File: config.mk
export PLATFORM = sky130hd
export DESIGN_NAME = cfc_can_ctrl
export DESIGN_NICKNAME = d
export VERILOG_FILES = /design/src/rtl/cfc_pkg.sv /design/src/rtl/cfc_can_ctrl.sv
export SDC_FILE = /design/constraint.sdc
export NUM_CORES = 1
export LEC_CHECK = 0
export BUFFER_PORTS_ARGS = -buffer_cell sky130_fd_sc_hd__buf_2
export CAP_MARGIN = 0
export CORE_MARGIN = 1.5
export CORE_UTILIZATION = 65
export DETAILED_ROUTE_END_ITERATION = 8
export PLACE_DENSITY = 0.84
export SLEW_MARGIN = 20
export SYNTH_ARGS = -nofsm -noshare
export SYNTH_HDL_FRONTEND = slang
export SYNTH_SLANG_ARGS = --single-unit
File: constraint.sdc
create_clock -name clk_i -period 3.15 [get_ports clk_i]
set_input_delay 0.63 -clock clk_i [delete_from_list [all_inputs] [get_ports clk_i]]
set_output_delay 0.63 -clock clk_i [all_outputs]
set_load 0.01 [all_outputs]
File: src/rtl/cfc_pkg.sv
// Constants for the CAN command, status and acceptance filter block
// Function
// [RULE_01] Select bits read back routing switch state
// [RULE_02] Select pair picks comparator pin or half-supply
// [RULE_03] Host writes wake mode with sleep request
// [RULE_04] Sleep needs request, idle bus, no interrupt
// [RULE_05] Wake on request low or activity; flag
// [RULE_06] Activity wake skips frame until bus free
// [RULE_07] Sleep bit reads actual sleep state
// [RULE_08] Host clears overrun with second buffer release
// [RULE_09] Host releases buffer; next one shows immediately
// [RULE_10] Host spaces release commands three cycles apart
// [RULE_11] Abort cancels pending request, not active frame
// [RULE_12] Host checks completion after release or interrupt
// [RULE_13] Writing request low never withdraws it
// [RULE_14] Reset request forces listed idle values
// [RULE_15] Some reset values only after external reset
// [RULE_16] Filter registers accessible only under reset request
// [RULE_17] Accepted frame stored into an empty buffer
// [RULE_18] No empty buffer sets data overrun
// [RULE_19] Complete frame sets full and receive flag
// [RULE_20] Own accepted transmit stored like received frame
// [RULE_21] Match code to top identifier, mask-ored, all ones
// [RULE_22] Mask high ignores bit, low compares it
// [RULE_23] Control bit 0 holds controller in reset
package cfc_pkg;
    localparam int        ADDR_W            = 5;
    localparam logic [4:0] ADDR_CONTROL     = 5'h00;
    localparam logic [4:0] ADDR_COMMAND     = 5'h01;
    localparam logic [4:0] ADDR_STATUS      = 5'h02;
    localparam logic [4:0] ADDR_IRQ_FLAGS   = 5'h03;
    localparam logic [4:0] ADDR_MATCH       = 5'h04;
    localparam logic [4:0] ADDR_IGNORE      = 5'h05;
    localparam logic [4:0] ADDR_RXBUF_BASE  = 5'h14;
    localparam int        RXBUF_BYTES       = 10;
    // Control bits
    localparam int CTL_RR  = 0;
    localparam int CTL_RIE = 1;
    localparam int CTL_TIE = 2;
    localparam int CTL_EIE = 3;
    localparam int CTL_OIE = 4;
    localparam int CTL_RA  = 5;
    localparam int CTL_TM  = 7;
    localparam logic [7:0] CTL_RESET = 8'h21;
    // Command bits
    localparam int CMD_TR   = 0;
    localparam int CMD_AT   = 1;
    localparam int CMD_RRB  = 2;
    localparam int CMD_COS  = 3;
    localparam int CMD_SLP  = 4;
    localparam int CMD_WUM  = 5;
    localparam int CMD_RX1_COMPARATOR_SELECT = 6;
    localparam int CMD_RX0_COMPARATOR_SELECT = 7;
    // Status bits
    localparam int ST_RBS = 0;
    localparam int ST_DO  = 1;
    localparam int ST_TBS = 2;
    localparam int ST_TCS = 3;
    localparam int ST_RS  = 4;
    localparam int ST_TS  = 5;
    localparam int ST_ES  = 6;
    localparam int ST_BS  = 7;
    // Interrupt flag bits
    localparam int IR_RI  = 0;
    localparam int IR_TI  = 1;
    localparam int IR_OI  = 3;
    localparam int IR_WUI = 4;
    localparam logic [4:0] IR_NONE    = 5'h00;
    localparam logic [7:0] BYTE_ZERO  = 8'h00;
    localparam logic [7:0] LOCKED_READ = 8'hFF;
    localparam logic [7:0] ALL_MATCH  = 8'hFF;
    typedef enum logic {CFC_AWAKE, CFC_ASLEEP} cfc_pwr_t;
    typedef enum logic [1:0] {CFC_RX_IDLE, CFC_RX_STORE} cfc_rx_t;
endpackage : cfc_pkg

File: src/rtl/cfc_can_ctrl.sv
// CAN command, status, receive buffer and acceptance filter logic
//
// Strobed register access was left to the implementer.
`timescale 1ns/1ps
module cfc_can_ctrl
    import cfc_pkg::*;
#(
    parameter int BUF_BYTES = RXBUF_BYTES
) (
    input  wire logic              clk_i,
    input  wire logic              rst_b_i,
    input  wire logic [ADDR_W-1:0] addr_i,
    input  wire logic [7:0]        wdata_i,
    input  wire logic              wr_i,
    input  wire logic              rd_i,
    output logic [7:0]             rdata_o,
    input  wire logic              rx0_comparator_pin_i,
    input  wire logic              rx1_comparator_pin_i,
    output logic                   rx0_o,
    output logic                   rx1_o,
    output logic                   rx0_half_supply_o,
    output logic                   rx1_half_supply_o,
    input  wire logic              bus_activity_i,
    input  wire logic              bus_idle_i,
    input  wire logic              frame_start_i,
    input  wire logic [7:0]        frame_id_i,
    input  wire logic              frame_byte_valid_i,
    input  wire logic [7:0]        frame_byte_i,
    input  wire logic              frame_ok_i,
    input  wire logic              frame_err_i,
    input  wire logic              tx_start_i,
    input  wire logic              tx_done_i,
    input  wire logic              bus_off_i,
    input  wire logic              error_warning_i,
    output logic                   tx_request_o,
    output logic                   sleep_o,
    output logic                   reset_mode_o,
    output logic                   wakeup_mode_o
);
    localparam int IDX_W = $clog2(BUF_BYTES);

    function automatic logic filter_pass(input logic [7:0] id, input logic [7:0] code,
                                         input logic [7:0] mask);
        filter_pass = (((~(id ^ code)) | mask) == ALL_MATCH); // [RULE_21] [RULE_22]
    endfunction : filter_pass

    function automatic logic reg_write(input logic wr, input logic [ADDR_W-1:0] a,
                                       input logic [ADDR_W-1:0] target);
        reg_write = wr && (a == target);
    endfunction : reg_write

    logic [7:0]       ctl_reg,      ctl_next;
    logic             rx0_sel_reg,  rx0_sel_next;
    logic             rx1_sel_reg,  rx1_sel_next;
    logic             rx0_mid_reg,  rx0_mid_next;
    logic             rx1_mid_reg,  rx1_mid_next;
    logic             wum_reg,      wum_next;
    logic             slp_req_reg,  slp_req_next;
    cfc_pwr_t         pwr_reg,      pwr_next;
    logic             blocked_reg,  blocked_next;
    logic             tr_reg,       tr_next;
    logic             txact_reg,    txact_next;
    logic             tcs_reg,      tcs_next;
    logic             tbs_reg,      tbs_next;
    logic             do_reg,       do_next;
    logic [4:0]       ir_reg,       ir_next;
    logic [7:0]       match_reg,    match_next;
    logic [7:0]       ignore_reg,   ignore_next;
    logic [1:0]       full_reg,     full_next;
    logic             head_reg,     head_next;
    cfc_rx_t          rx_reg,       rx_next;
    logic             sel_reg,      sel_next;
    logic [IDX_W-1:0] idx_reg,      idx_next;
    logic [7:0]       rdata_next;
    logic             bs_reg,       es_reg;
    logic             act_meta_reg, act_sync_reg;
    logic             c0_meta_reg,  c0_sync_reg;
    logic             c1_meta_reg,  c1_sync_reg;
    logic [7:0]       buf_mem [2][BUF_BYTES];
    logic             mem_we;
    logic [7:0]       status_val;
    logic             rr;
    logic             wr_ctl, wr_cmd;
    logic             free_idx;
    logic             has_free;
    logic [ADDR_W-1:0] buf_off;

    assign rr       = ctl_reg[CTL_RR]; // [RULE_23]
    assign wr_ctl   = reg_write(wr_i, addr_i, ADDR_CONTROL);
    assign wr_cmd   = reg_write(wr_i, addr_i, ADDR_COMMAND);
    assign free_idx = head_reg ^ full_reg[head_reg];
    assign has_free = !(full_reg[0] && full_reg[1]);
    assign buf_off  = addr_i - ADDR_RXBUF_BASE;
    assign mem_we   = (rx_reg == CFC_RX_STORE) && frame_byte_valid_i;

    always_comb begin
        status_val          = BYTE_ZERO;
        status_val[ST_BS]   = bs_reg;
        status_val[ST_ES]   = es_reg;
        status_val[ST_TS]   = txact_reg;
        status_val[ST_RS]   = (rx_reg == CFC_RX_STORE);
        status_val[ST_TCS]  = tcs_reg;
        status_val[ST_TBS]  = tbs_reg;
        status_val[ST_DO]   = do_reg;
        status_val[ST_RBS]  = full_reg[head_reg];
    end

    always_comb begin
        ctl_next     = ctl_reg;
        rx0_sel_next = rx0_sel_reg;
        rx1_sel_next = rx1_sel_reg;
        rx0_mid_next = rx0_mid_reg;
        rx1_mid_next = rx1_mid_reg;
        wum_next     = wum_reg;
        slp_req_next = slp_req_reg;
        pwr_next     = pwr_reg;
        blocked_next = blocked_reg;
        tr_next      = tr_reg;
        txact_next   = txact_reg;
        tcs_next     = tcs_reg;
        tbs_next     = tbs_reg;
        do_next      = do_reg;
        ir_next      = ir_reg;
        match_next   = match_reg;
        ignore_next  = ignore_reg;
        full_next    = full_reg;
        head_next    = head_reg;
        rx_next      = rx_reg;
        sel_next     = sel_reg;
        idx_next     = idx_reg;
        rdata_next   = BYTE_ZERO;
        // Interrupt flags clear on read; a new event in the same cycle survives
        if (rd_i && addr_i == ADDR_IRQ_FLAGS) begin
            ir_next = IR_NONE;
        end
        if (wr_ctl) begin
            ctl_next = wdata_i;
        end
        if (wr_cmd) begin
            if (wdata_i[CMD_RX0_COMPARATOR_SELECT] || wdata_i[CMD_RX1_COMPARATOR_SELECT]) begin // [RULE_02]
                rx0_sel_next = wdata_i[CMD_RX0_COMPARATOR_SELECT];
                rx1_sel_next = wdata_i[CMD_RX1_COMPARATOR_SELECT];
                rx0_mid_next = !wdata_i[CMD_RX0_COMPARATOR_SELECT];
                rx1_mid_next = !wdata_i[CMD_RX1_COMPARATOR_SELECT];
            end
            if (!rr) begin
                wum_next     = wdata_i[CMD_WUM]; // [RULE_03]
                slp_req_next = wdata_i[CMD_SLP];
                if (wdata_i[CMD_TR] && tbs_reg) begin // [RULE_13]
                    tr_next  = 1'b1;
                    tcs_next = 1'b0;
                    tbs_next = 1'b0;
                end
                if (wdata_i[CMD_AT] && tr_reg && !txact_reg) begin // [RULE_11]
                    tr_next  = 1'b0;
                    tbs_next = 1'b1;
                end
                if (wdata_i[CMD_COS]) begin // [RULE_08]
                    do_next = 1'b0;
                end
                if (wdata_i[CMD_RRB] && full_reg[head_reg]) begin // [RULE_09]
                    full_next[head_reg] = 1'b0;
                    head_next           = !head_reg;
                end
            end
        end
        if (rr) begin
            if (reg_write(wr_i, addr_i, ADDR_MATCH)) begin // [RULE_16]
                match_next = wdata_i;
            end
            if (reg_write(wr_i, addr_i, ADDR_IGNORE)) begin // [RULE_16]
                ignore_next = wdata_i;
            end
        end
        // Transmit handshake with the frame engine
        if (tx_start_i && tr_reg) begin
            txact_next = 1'b1;
        end
        if (tx_done_i && txact_reg) begin // [RULE_11]
            txact_next = 1'b0;
            tr_next    = 1'b0;
            tcs_next   = 1'b1;
            tbs_next   = 1'b1;
            if (ctl_reg[CTL_TIE]) begin
                ir_next[IR_TI] = 1'b1;
            end
        end
        // Sleep control
        unique case (pwr_reg)
            CFC_AWAKE: begin
                if (slp_req_next && bus_idle_i && !act_sync_reg && ir_reg == IR_NONE) begin
                    pwr_next = CFC_ASLEEP; // [RULE_04]
                end
            end
            CFC_ASLEEP: begin
                if (!slp_req_next || act_sync_reg) begin // [RULE_05]
                    pwr_next        = CFC_AWAKE;
                    slp_req_next    = 1'b0;
                    ir_next[IR_WUI] = 1'b1;
                    blocked_next    = act_sync_reg; // [RULE_06]
                end
            end
        endcase
        if (blocked_reg && bus_idle_i) begin // [RULE_06]
            blocked_next = 1'b0;
        end
        // Receive path; own transmitted frames arrive here the same way
        unique case (rx_reg)
            CFC_RX_IDLE: begin
                if (frame_start_i && !rr && pwr_reg == CFC_AWAKE && !blocked_reg
                    && filter_pass(frame_id_i, match_reg, ignore_reg)) begin // [RULE_20]
                    if (has_free) begin // [RULE_17]
                        rx_next  = CFC_RX_STORE;
                        sel_next = free_idx;
                        idx_next = '0;
                    end else begin // [RULE_18]
                        do_next = 1'b1;
                        if (ctl_reg[CTL_OIE]) begin
                            ir_next[IR_OI] = 1'b1;
                        end
                    end
                end
            end
            CFC_RX_STORE: begin
                if (frame_byte_valid_i && idx_reg != IDX_W'(BUF_BYTES - 1)) begin
                    idx_next = idx_reg + 1'b1; // [RULE_17]
                end
                if (frame_ok_i) begin // [RULE_19]
                    rx_next            = CFC_RX_IDLE;
                    full_next[sel_reg] = 1'b1;
                    if (ctl_reg[CTL_RIE]) begin
                        ir_next[IR_RI] = 1'b1;
                    end
                end else if (frame_err_i) begin
                    rx_next = CFC_RX_IDLE;
                end
            end
            default: begin
                rx_next = CFC_RX_IDLE;
            end
        endcase
        // Reset request overrides every bit that it governs
        if (rr) begin // [RULE_14]
            ctl_next[CTL_TM] = 1'b0;
            slp_req_next     = 1'b0;
            pwr_next         = CFC_AWAKE;
            tr_next          = 1'b0;
            txact_next       = 1'b0;
            tcs_next         = 1'b1;
            tbs_next         = 1'b1;
            do_next          = 1'b0;
            ir_next[IR_OI]   = 1'b0;
            ir_next[IR_TI]   = 1'b0;
            ir_next[IR_RI]   = 1'b0;
            full_next        = 2'b00;
            head_next        = 1'b0;
            rx_next          = CFC_RX_IDLE;
        end
        // Read data appear one cycle after the strobe and only then
        if (rd_i) begin
            if (addr_i == ADDR_CONTROL) begin
                rdata_next = ctl_reg;
            end else if (addr_i == ADDR_COMMAND) begin
                rdata_next[CMD_RX0_COMPARATOR_SELECT] = rx0_sel_reg; // [RULE_01]
                rdata_next[CMD_RX1_COMPARATOR_SELECT] = rx1_sel_reg; // [RULE_01]
                rdata_next[CMD_WUM]  = wum_reg;
                rdata_next[CMD_SLP]  = (pwr_reg == CFC_ASLEEP); // [RULE_07]
                rdata_next[CMD_COS]  = rr; // [RULE_14]
                rdata_next[CMD_RRB]  = rr; // [RULE_14]
                rdata_next[CMD_TR]   = tr_reg;
            end else if (addr_i == ADDR_STATUS) begin
                rdata_next = status_val;
            end else if (addr_i == ADDR_IRQ_FLAGS) begin
                rdata_next = {3'b000, ir_reg};
            end else if (addr_i == ADDR_MATCH) begin
                rdata_next = rr ? match_reg : LOCKED_READ; // [RULE_16]
            end else if (addr_i == ADDR_IGNORE) begin
                rdata_next = rr ? ignore_reg : LOCKED_READ; // [RULE_16]
            end else if (addr_i >= ADDR_RXBUF_BASE
                         && buf_off < ADDR_W'(BUF_BYTES)) begin
                rdata_next = buf_mem[head_reg][buf_off[IDX_W-1:0]]; // [RULE_09]
            end
        end
    end

    always_ff @(posedge clk_i or negedge rst_b_i) begin
        if (!rst_b_i) begin
            ctl_reg      <= CTL_RESET; // [RULE_15]
            rx0_sel_reg  <= 1'b1; // [RULE_15]
            rx1_sel_reg  <= 1'b1; // [RULE_15]
            rx0_mid_reg  <= 1'b0;
            rx1_mid_reg  <= 1'b0;
            wum_reg      <= 1'b0;
            slp_req_reg  <= 1'b0;
            pwr_reg      <= CFC_AWAKE;
            blocked_reg  <= 1'b0;
            tr_reg       <= 1'b0;
            txact_reg    <= 1'b0;
            tcs_reg      <= 1'b1;
            tbs_reg      <= 1'b1;
            do_reg       <= 1'b0;
            ir_reg       <= IR_NONE;
            match_reg    <= BYTE_ZERO;
            ignore_reg   <= LOCKED_READ;
            full_reg     <= 2'b00;
            head_reg     <= 1'b0;
            rx_reg       <= CFC_RX_IDLE;
            sel_reg      <= 1'b0;
            idx_reg      <= '0;
            rdata_o      <= BYTE_ZERO;
            bs_reg       <= 1'b0; // [RULE_15]
            es_reg       <= 1'b0; // [RULE_15]
            act_meta_reg <= 1'b0;
            act_sync_reg <= 1'b0;
            c0_meta_reg  <= 1'b0;
            c0_sync_reg  <= 1'b0;
            c1_meta_reg  <= 1'b0;
            c1_sync_reg  <= 1'b0;
            rx0_o        <= 1'b0;
            rx1_o        <= 1'b0;
            rx0_half_supply_o <= 1'b0;
            rx1_half_supply_o <= 1'b0;
            tx_request_o <= 1'b0;
            sleep_o      <= 1'b0;
            reset_mode_o <= 1'b1;
            wakeup_mode_o <= 1'b0;
        end else begin
            ctl_reg      <= ctl_next;
            rx0_sel_reg  <= rx0_sel_next;
            rx1_sel_reg  <= rx1_sel_next;
            rx0_mid_reg  <= rx0_mid_next;
            rx1_mid_reg  <= rx1_mid_next;
            wum_reg      <= wum_next;
            slp_req_reg  <= slp_req_next;
            pwr_reg      <= pwr_next;
            blocked_reg  <= blocked_next;
            tr_reg       <= tr_next;
            txact_reg    <= txact_next;
            tcs_reg      <= tcs_next;
            tbs_reg      <= tbs_next;
            do_reg       <= do_next;
            ir_reg       <= ir_next;
            match_reg    <= match_next;
            ignore_reg   <= ignore_next;
            full_reg     <= full_next;
            head_reg     <= head_next;
            rx_reg       <= rx_next;
            sel_reg      <= sel_next;
            idx_reg      <= idx_next;
            rdata_o      <= rdata_next;
            // Error flags track the engine; only the external reset forces them
            bs_reg       <= bus_off_i; // [RULE_15]
            es_reg       <= error_warning_i; // [RULE_15]
            act_meta_reg <= bus_activity_i;
            act_sync_reg <= act_meta_reg;
            c0_meta_reg  <= rx0_comparator_pin_i;
            c0_sync_reg  <= c0_meta_reg;
            c1_meta_reg  <= rx1_comparator_pin_i;
            c1_sync_reg  <= c1_meta_reg;
            rx0_o        <= rx0_mid_reg ? 1'b0 : c0_sync_reg; // [RULE_02]
            rx1_o        <= rx1_mid_reg ? 1'b0 : c1_sync_reg; // [RULE_02]
            rx0_half_supply_o <= rx0_mid_reg;
            rx1_half_supply_o <= rx1_mid_reg;
            tx_request_o <= tr_next;
            sleep_o      <= (pwr_next == CFC_ASLEEP);
            reset_mode_o <= ctl_next[CTL_RR];
            wakeup_mode_o <= wum_next;
        end
    end

    // Buffer storage has no reset; the buffer window reads the head buffer whether or not it is marked full
    always_ff @(posedge clk_i) begin
        if (mem_we) begin
            buf_mem[sel_reg][idx_reg] <= frame_byte_i;
        end
    end
endmodule : cfc_can_ctrl

=== Word-level counts from Yosys, hierarchy flattened ===
Memories as Yosys holds them, arrays and structs flattened.
Index checks and enable logic that the tools add are counted.

* Flip-flop bits (word level): 71
* Bits in writable memories: 160
* Input bits: 45
* Output and inout bits: 16
* Logic and storage cells: 231
* Memories: 1

* Add/sub/neg operators: 2
* Magnitude comparators: 9
* Equality and inequality tests: 14
* Muxes and demuxes: 96
* Bitwise logic cells: 12
* Reductions and logical operators: 60

{| class="wikitable"
|+ Memory list
! memory !! depth !! bits a word !! read ports !! clocked after Yosys merged registers in !! write ports !! RTL line !! text
|-
| buf_mem || 2 || 80 || 1 || 0 || 1 || cfc_can_ctrl.sv:79 || <nowiki>logic [7:0] buf_mem [2][BUF_BYTES];</nowiki>
|}

{| class="wikitable"
|+ Operators with widths
! operator !! count
|-
| two-way mux 8 bit || 13
|-
| two-way mux 80 bit || 1
|-
| two-way mux 1 bit || 58
|-
| binary-select mux 8 bit (select 4 bit) || 1
|-
| demux 8 bit (select 4 bit) || 1
|-
| logical AND 1 bit || 26
|-
| two-way mux 2 bit || 12
|-
| AND reduction 2 bit || 8
|-
| >= comparator 5 bit, second input constant || 3
|-
| two-way mux 4 bit || 3
|-
| nonzero test 2 bit || 6
|-
| == test 5 x 2 -> 1 bit, second input constant || 2
|-
| == test 5 x 3 -> 1 bit, second input constant || 2
|-
| logical NOT 5 bit || 2
|-
| NOT 4 -> 5 bit || 2
|-
| nonzero test 3 bit || 3
|-
| == test 8 bit, second input constant || 1
|-
| logical NOT 1 bit || 8
|-
| != test 4 bit, second input constant || 2
|-
| NOT 8 bit || 1
|-
| OR 8 bit || 1
|-
| case mux 4 bit (2 select lines) || 1
|-
| bitwise XOR 8 bit || 1
|-
| two-way mux 6 bit || 1
|-
| 25 further kinds || 34
|}

=== Longest topological paths before layout ===
* Depth after elaboration: 13
* Mapped depth: 10
* Mapped depth without buffers: 7

=== Worst setup path after synthesis ===
OpenSTA, ideal clock, no wires.

* Kind: input to register
* Start point: in addr_i[2]
* End point: reg rdata_o[0]
* Library setup time: 0.119 ns
* Data arrival time: 2.195 ns
* Data required time: 3.031 ns
* Path slack: 0.836 ns
* Stages: 9
* Path buffers: 2
* Cell sequence: clkbuf_1 -> inv_1 -> ha_1 -> or3b_1 -> buf_2 -> or2_2 -> o21ai_0 -> a211oi_1 -> o21a_1

* Word-level cells in the longest chain between the ends: 13
* Elaborated cells between the ends (all ways): 22
* Classes of those cells: add/sub: 1; order compare: 2; eq/ne: 5; mux: 11; bitwise: 1; reduce/logical: 2

{| class="wikitable"
|+ RTL lines
! item !! RTL line !! text
|-
| from (decl) || cfc_can_ctrl.sv:12 || <nowiki>input wire logic [ADDR_W-1:0] addr_i,</nowiki>
|-
| subtractor 5 bit || cfc_can_ctrl.sv:93 || <nowiki>assign buf_off = addr_i - ADDR_RXBUF_BASE;</nowiki>
|-
| NOT 4 -> 5 bit (implied by the code) || cfc_can_ctrl.sv:281 || <nowiki>rdata_next = buf_mem[head_reg][buf_off[IDX_W-1:0]];</nowiki>
|-
| binary-select mux 8 bit (select 4 bit) || cfc_can_ctrl.sv:281 ||
|-
| two-way mux 8 bit (implied by the code) (2 in series) || cfc_can_ctrl.sv:281 ||
|-
| two-way mux 8 bit || cfc_can_ctrl.sv:279 || <nowiki>end else if (addr_i >= ADDR_RXBUF_BASE</nowiki>
|-
| two-way mux 8 bit || cfc_can_ctrl.sv:277 || <nowiki>end else if (addr_i == ADDR_IGNORE) begin</nowiki>
|-
| two-way mux 8 bit || cfc_can_ctrl.sv:275 || <nowiki>end else if (addr_i == ADDR_MATCH) begin</nowiki>
|-
| two-way mux 8 bit || cfc_can_ctrl.sv:273 || <nowiki>end else if (addr_i == ADDR_IRQ_FLAGS) begin</nowiki>
|-
| two-way mux 8 bit || cfc_can_ctrl.sv:271 || <nowiki>end else if (addr_i == ADDR_STATUS) begin</nowiki>
|-
| two-way mux 1 bit || cfc_can_ctrl.sv:263 || <nowiki>end else if (addr_i == ADDR_COMMAND) begin</nowiki>
|-
| two-way mux 8 bit * || cfc_can_ctrl.sv:261 || <nowiki>if (addr_i == ADDR_CONTROL) begin</nowiki>
|-
| two-way mux 8 bit * || cfc_can_ctrl.sv:260 || <nowiki>if (rd_i) begin</nowiki>
|-
| via rdata_next[0] || cfc_can_ctrl.sv:74 || <nowiki>logic [7:0] rdata_next;</nowiki>
|-
| to (signal assigned) || cfc_can_ctrl.sv:350 || <nowiki>rdata_o <= rdata_next;</nowiki>
|-
| to (decl) || cfc_can_ctrl.sv:16 || <nowiki>output logic [7:0] rdata_o,</nowiki>
|}

Mark *: on every way through the listed nets, which the timed path passes. The rest lies on a longest branch. The select of a mux whose other input is x is not followed.
A chain may end at the register's enable or synchronous reset.

=== Final worst setup path ===
* Start point: reg rx_reg[0]
* End point: mem buf_mem[0][44] (netlist bit), enable pin

* Word-level cells in the longest chain between the ends: 4

{| class="wikitable"
|+ RTL lines
! item !! RTL line !! text
|-
| from (decl) || cfc_can_ctrl.sv:71 || <nowiki>cfc_rx_t rx_reg, rx_next;</nowiki>
|-
| from (signal assigned) || cfc_can_ctrl.sv:347 || <nowiki>rx_reg <= rx_next;</nowiki>
|-
| == test 2 x 1 -> 1 bit || cfc_can_ctrl.sv:94 || <nowiki>assign mem_we = (rx_reg == CFC_RX_STORE) && frame_byte_valid_i;</nowiki>
|-
| logical AND 1 bit || cfc_can_ctrl.sv:94 ||
|-
| two-way mux 1 bit || cfc_can_ctrl.sv:373 || <nowiki>if (mem_we) begin</nowiki>
|-
| two-way mux 80 bit (implied by the code) || cfc_can_ctrl.sv:374 || <nowiki>buf_mem[sel_reg][idx_reg] <= frame_byte_i;</nowiki>
|-
| to (decl) || cfc_can_ctrl.sv:79 ||
|}

Every way passes these cells.

==> results.sh <==
export IMPL_synth_area_top_cells="edfxtp_1, dfrtp_1, mux4_2, mux2_2, dfstp_2"
export IMPL_synth_simple_area_share_pct=8.91
export IMPL_highest_signal_layer="met4"
export IMPL_ys_async_sr_fraction_pct=30.4
export IMPL_final_cell_mix="edfxtp_1, buf_2, dfrtp_1"
export IMPL_synth_xor_area_share_pct=0.969
export IMPL_met1_length_mm=9.20
export IMPL_synthCells=652
export IMPL_synth_top_family_by_area="multiplexers"
export IMPL_synth_fp_nets=704
export IMPL_grt_max_degree=38
export IMPL_drt_iter0_drc=799
export IMPL_setup_worst_path_class="flip-flop to flip-flop"
export IMPL_switching_share_pct=23.8
export IMPL_antenna_cells=0
export IMPL_cts_buffer_depth=3
export IMPL_hold_violations=0
export IMPL_drv_slew=0
export IMPL_core_um2=15100
export IMPL_cts_sink_count=230
export IMPL_hold_class="input port to asynchronous set/reset pin"
export IMPL_cp_required_ns=3.30
export IMPL_post_cts_buffers=0
export IMPL_layout_commonest_cell="edfxtp_1"
export IMPL_grt_pass1_vias=6292
export IMPL_wl_met2_mm=11.6
export IMPL_synth_fa_ha_area_share_pct=0.881
export IMPL_reg2reg_slack_ns=0.82
export IMPL_drt_total_wl_mm=23.7
export IMPL_yosys_warnings=0
export IMPL_status="completed"
export IMPL_first_pass_iters=7
export IMPL_grt_pass1_wl_mm=36.5
export IMPL_vias=6268
export IMPL_intPower_mw=5.23
export IMPL_post_cts_resized=0
export IMPL_totalNegativeSetupSlack_ns=0
export IMPL_leakage_nw=4.15
export IMPL_ys_seq_area_share_pct=66.1
export IMPL_die_area_um2=16000
export IMPL_synth_flop_cell="edfxtp_1"
export IMPL_hold_buffers=0
export IMPL_seq_area_um2=6580
export IMPL_maxCapViolCount=0
export IMPL_met3_length_mm=1.74
export IMPL_vdd_drop_max_uv=523
export IMPL_via_per_inst=6.79
export IMPL_synth_top_area_share_pct=48.3
export IMPL_fin_worst_skew_ns=0.0158
export IMPL_yosysTopAreaCell="edfxtp_1"
export IMPL_crit_family="simple AND/OR/NAND/NOR gates"
export IMPL_setup_viol=0
export IMPL_cts_root_buf="clkbuf_16"
export IMPL_drive_gt1_share_pct=27.3
export IMPL_synth_area_mux_share_pct=12.4
export IMPL_pin_count=61
export IMPL_synth_compound_area_share_pct=7.99
export IMPL_crit_chain="nand3_1 -> nor2_1"
export IMPL_combPwrFrac_pct=8.4
export IMPL_clock_power_share_pct=40.8
export IMPL_start_util_pct=65.9
export IMPL_relSlewSlack_pct=38.8
export IMPL_powerDensity_nw_per_um2=615
export IMPL_cts_tree="yes"
export IMPL_ys_seq_elements=230
export IMPL_crit_arrival_ns=2.48
export IMPL_synth_cell_types=71
export IMPL_regMostFlops="buf_mem"
export IMPL_n_fill_cell=914
export IMPL_drc=0
export IMPL_grt_ovfl_total=0
export IMPL_nets=770
export IMPL_path_clk_slew_ns=0.06
export IMPL_worstMarginPinSlew_ns=0.914
export IMPL_post_route_period_util_pct=73.9
export IMPL_fmax_mhz=430
export IMPL_rsz0062_at_grt="no"
export IMPL_largest_reg_flops=160
export IMPL_post_place_ws_ns=0.398
export IMPL_layout_setup_ws_ns=0.822
export IMPL_postRouteAntennaNets=0
export IMPL_avgRoutedWirePerCell_um=25.7
export IMPL_rows=45
export IMPL_avgSynthCellArea_um2=15.2
export IMPL_antenna_found_initial=0
export IMPL_p_sw_mw=1.64
export IMPL_synth_edf_count=160
export IMPL_p_seq_share_pct=50.8
export IMPL_start_kind="flip-flop"
export IMPL_port_buffers=60
export IMPL_crit_slowest_cell="nor2_1"
export IMPL_path_max_fanout=13
export IMPL_cp_end_kind="flip-flop"
export IMPL_min_period_ns=2.33
export IMPL_die_h_um=127
export IMPL_synth_area_um2=9940
export IMPL_worst_path_buf_inv=0
export IMPL_gp_congestion=0.984
export IMPL_insertion_delay_ns=0.53
export IMPL_hpwl_mm=15.9
export IMPL_cts_buffers_inserted=23
export IMPL_track_usage_pct=30.5
export IMPL_die_x_um=127
export IMPL_multi_input_area_um2=3100
export IMPL_area_growth_pct=12.3
export IMPL_cp_slowest_stage_delay_ns=0.79
export IMPL_htree_levels=1
[power groups by stage]
stage               Sequential [mW]  Combinational (mW)  Clock, mW
floorplan                      3.49               0.372          0
global route                   3.50               0.625       2.93
detailed placement             3.55               0.562          0
CTS                            3.49               0.567       2.82
finish                         3.49               0.574       2.80
global placement               3.54               0.539          0
[final cells by class]
type / instances / share of cell area (%)
multi-input combinational: 376 / 27.8
sequential: 230 / 58.9
clock buffer: 29 / 5.82
inverter: 13 / 0.437
clock inverter: 13 / 1.20
timing repair buffer: 74 / 3.74
tap: 188 / 2.11
[path summary, 6_finish.rpt]
| path | from | end | depth (start not counted) |
|---|---|---|---|
| worst max-delay path | rx_reg[0] | buf_mem[0][44] | 2 |
| worst min-delay path | rst_b_i | ctl_reg[6] | 1 |
| worst max register to register | rx_reg[0] | buf_mem[0][44] | 2 |
| worst min register to register | act_meta_reg | act_sync_reg | 0 |
| max in group asynchronous | rst_b_i | tbs_reg | 2 |
| min in group clk_i | bus_activity_i | act_meta_reg | 1 |
[Yosys cell counts (all sizes together), types with 10 or more instances]
cell	instances
edfxtp	160
dfrtp	56
nor2	44
nand2	40
mux2	35
mux4	28
buf	23
a21oi	22
mux2i	20
o21ai	19
dfstp	14
nand3	14
inv	13
nor2b	12
and3	10
clkbuf	10
[metal layers]
metal  track usage (%)  vias up
li1                  -     2683
met1              41.1     3160
met2              49.6      342
met3              5.15       83
met4              14.1        0
met5                 0        -
[through the flow]
stage	instances	total power [mW]	util [%]	instance area, um^2	hold slack [ns]
2_1_floorplan	652	3.86	-	9940	0.331
3_3_place_gp	881	4.08	68.8	10400	0.332
3_5_place_dp	881	4.11	68.8	10400	0.336
4_1_cts	923	6.87	74.0	11200	0.0101
5_1_grt	923	7.06	74.0	11200	0.0256
6_report	923	6.87	74.0	11200	0.00884
[cell families (layout without fill, tap and decap cells)]
| group | Yosys count | in the layout |
|---|---|---|
| AO/OA/AOI/OAI | 110 | 110 |
| XOR/XNOR | 11 | 11 |
| flip-flops | 230 | 230 |
| adder cells (fa/ha/maj) | 7 | 7 |
| multiplexers | 83 | 83 |
| buffers and inverters | 46 | 129 |
| AND/OR/NAND/NOR | 165 | 165 |
Note: power is estimated with default switching activity, not from simulation.
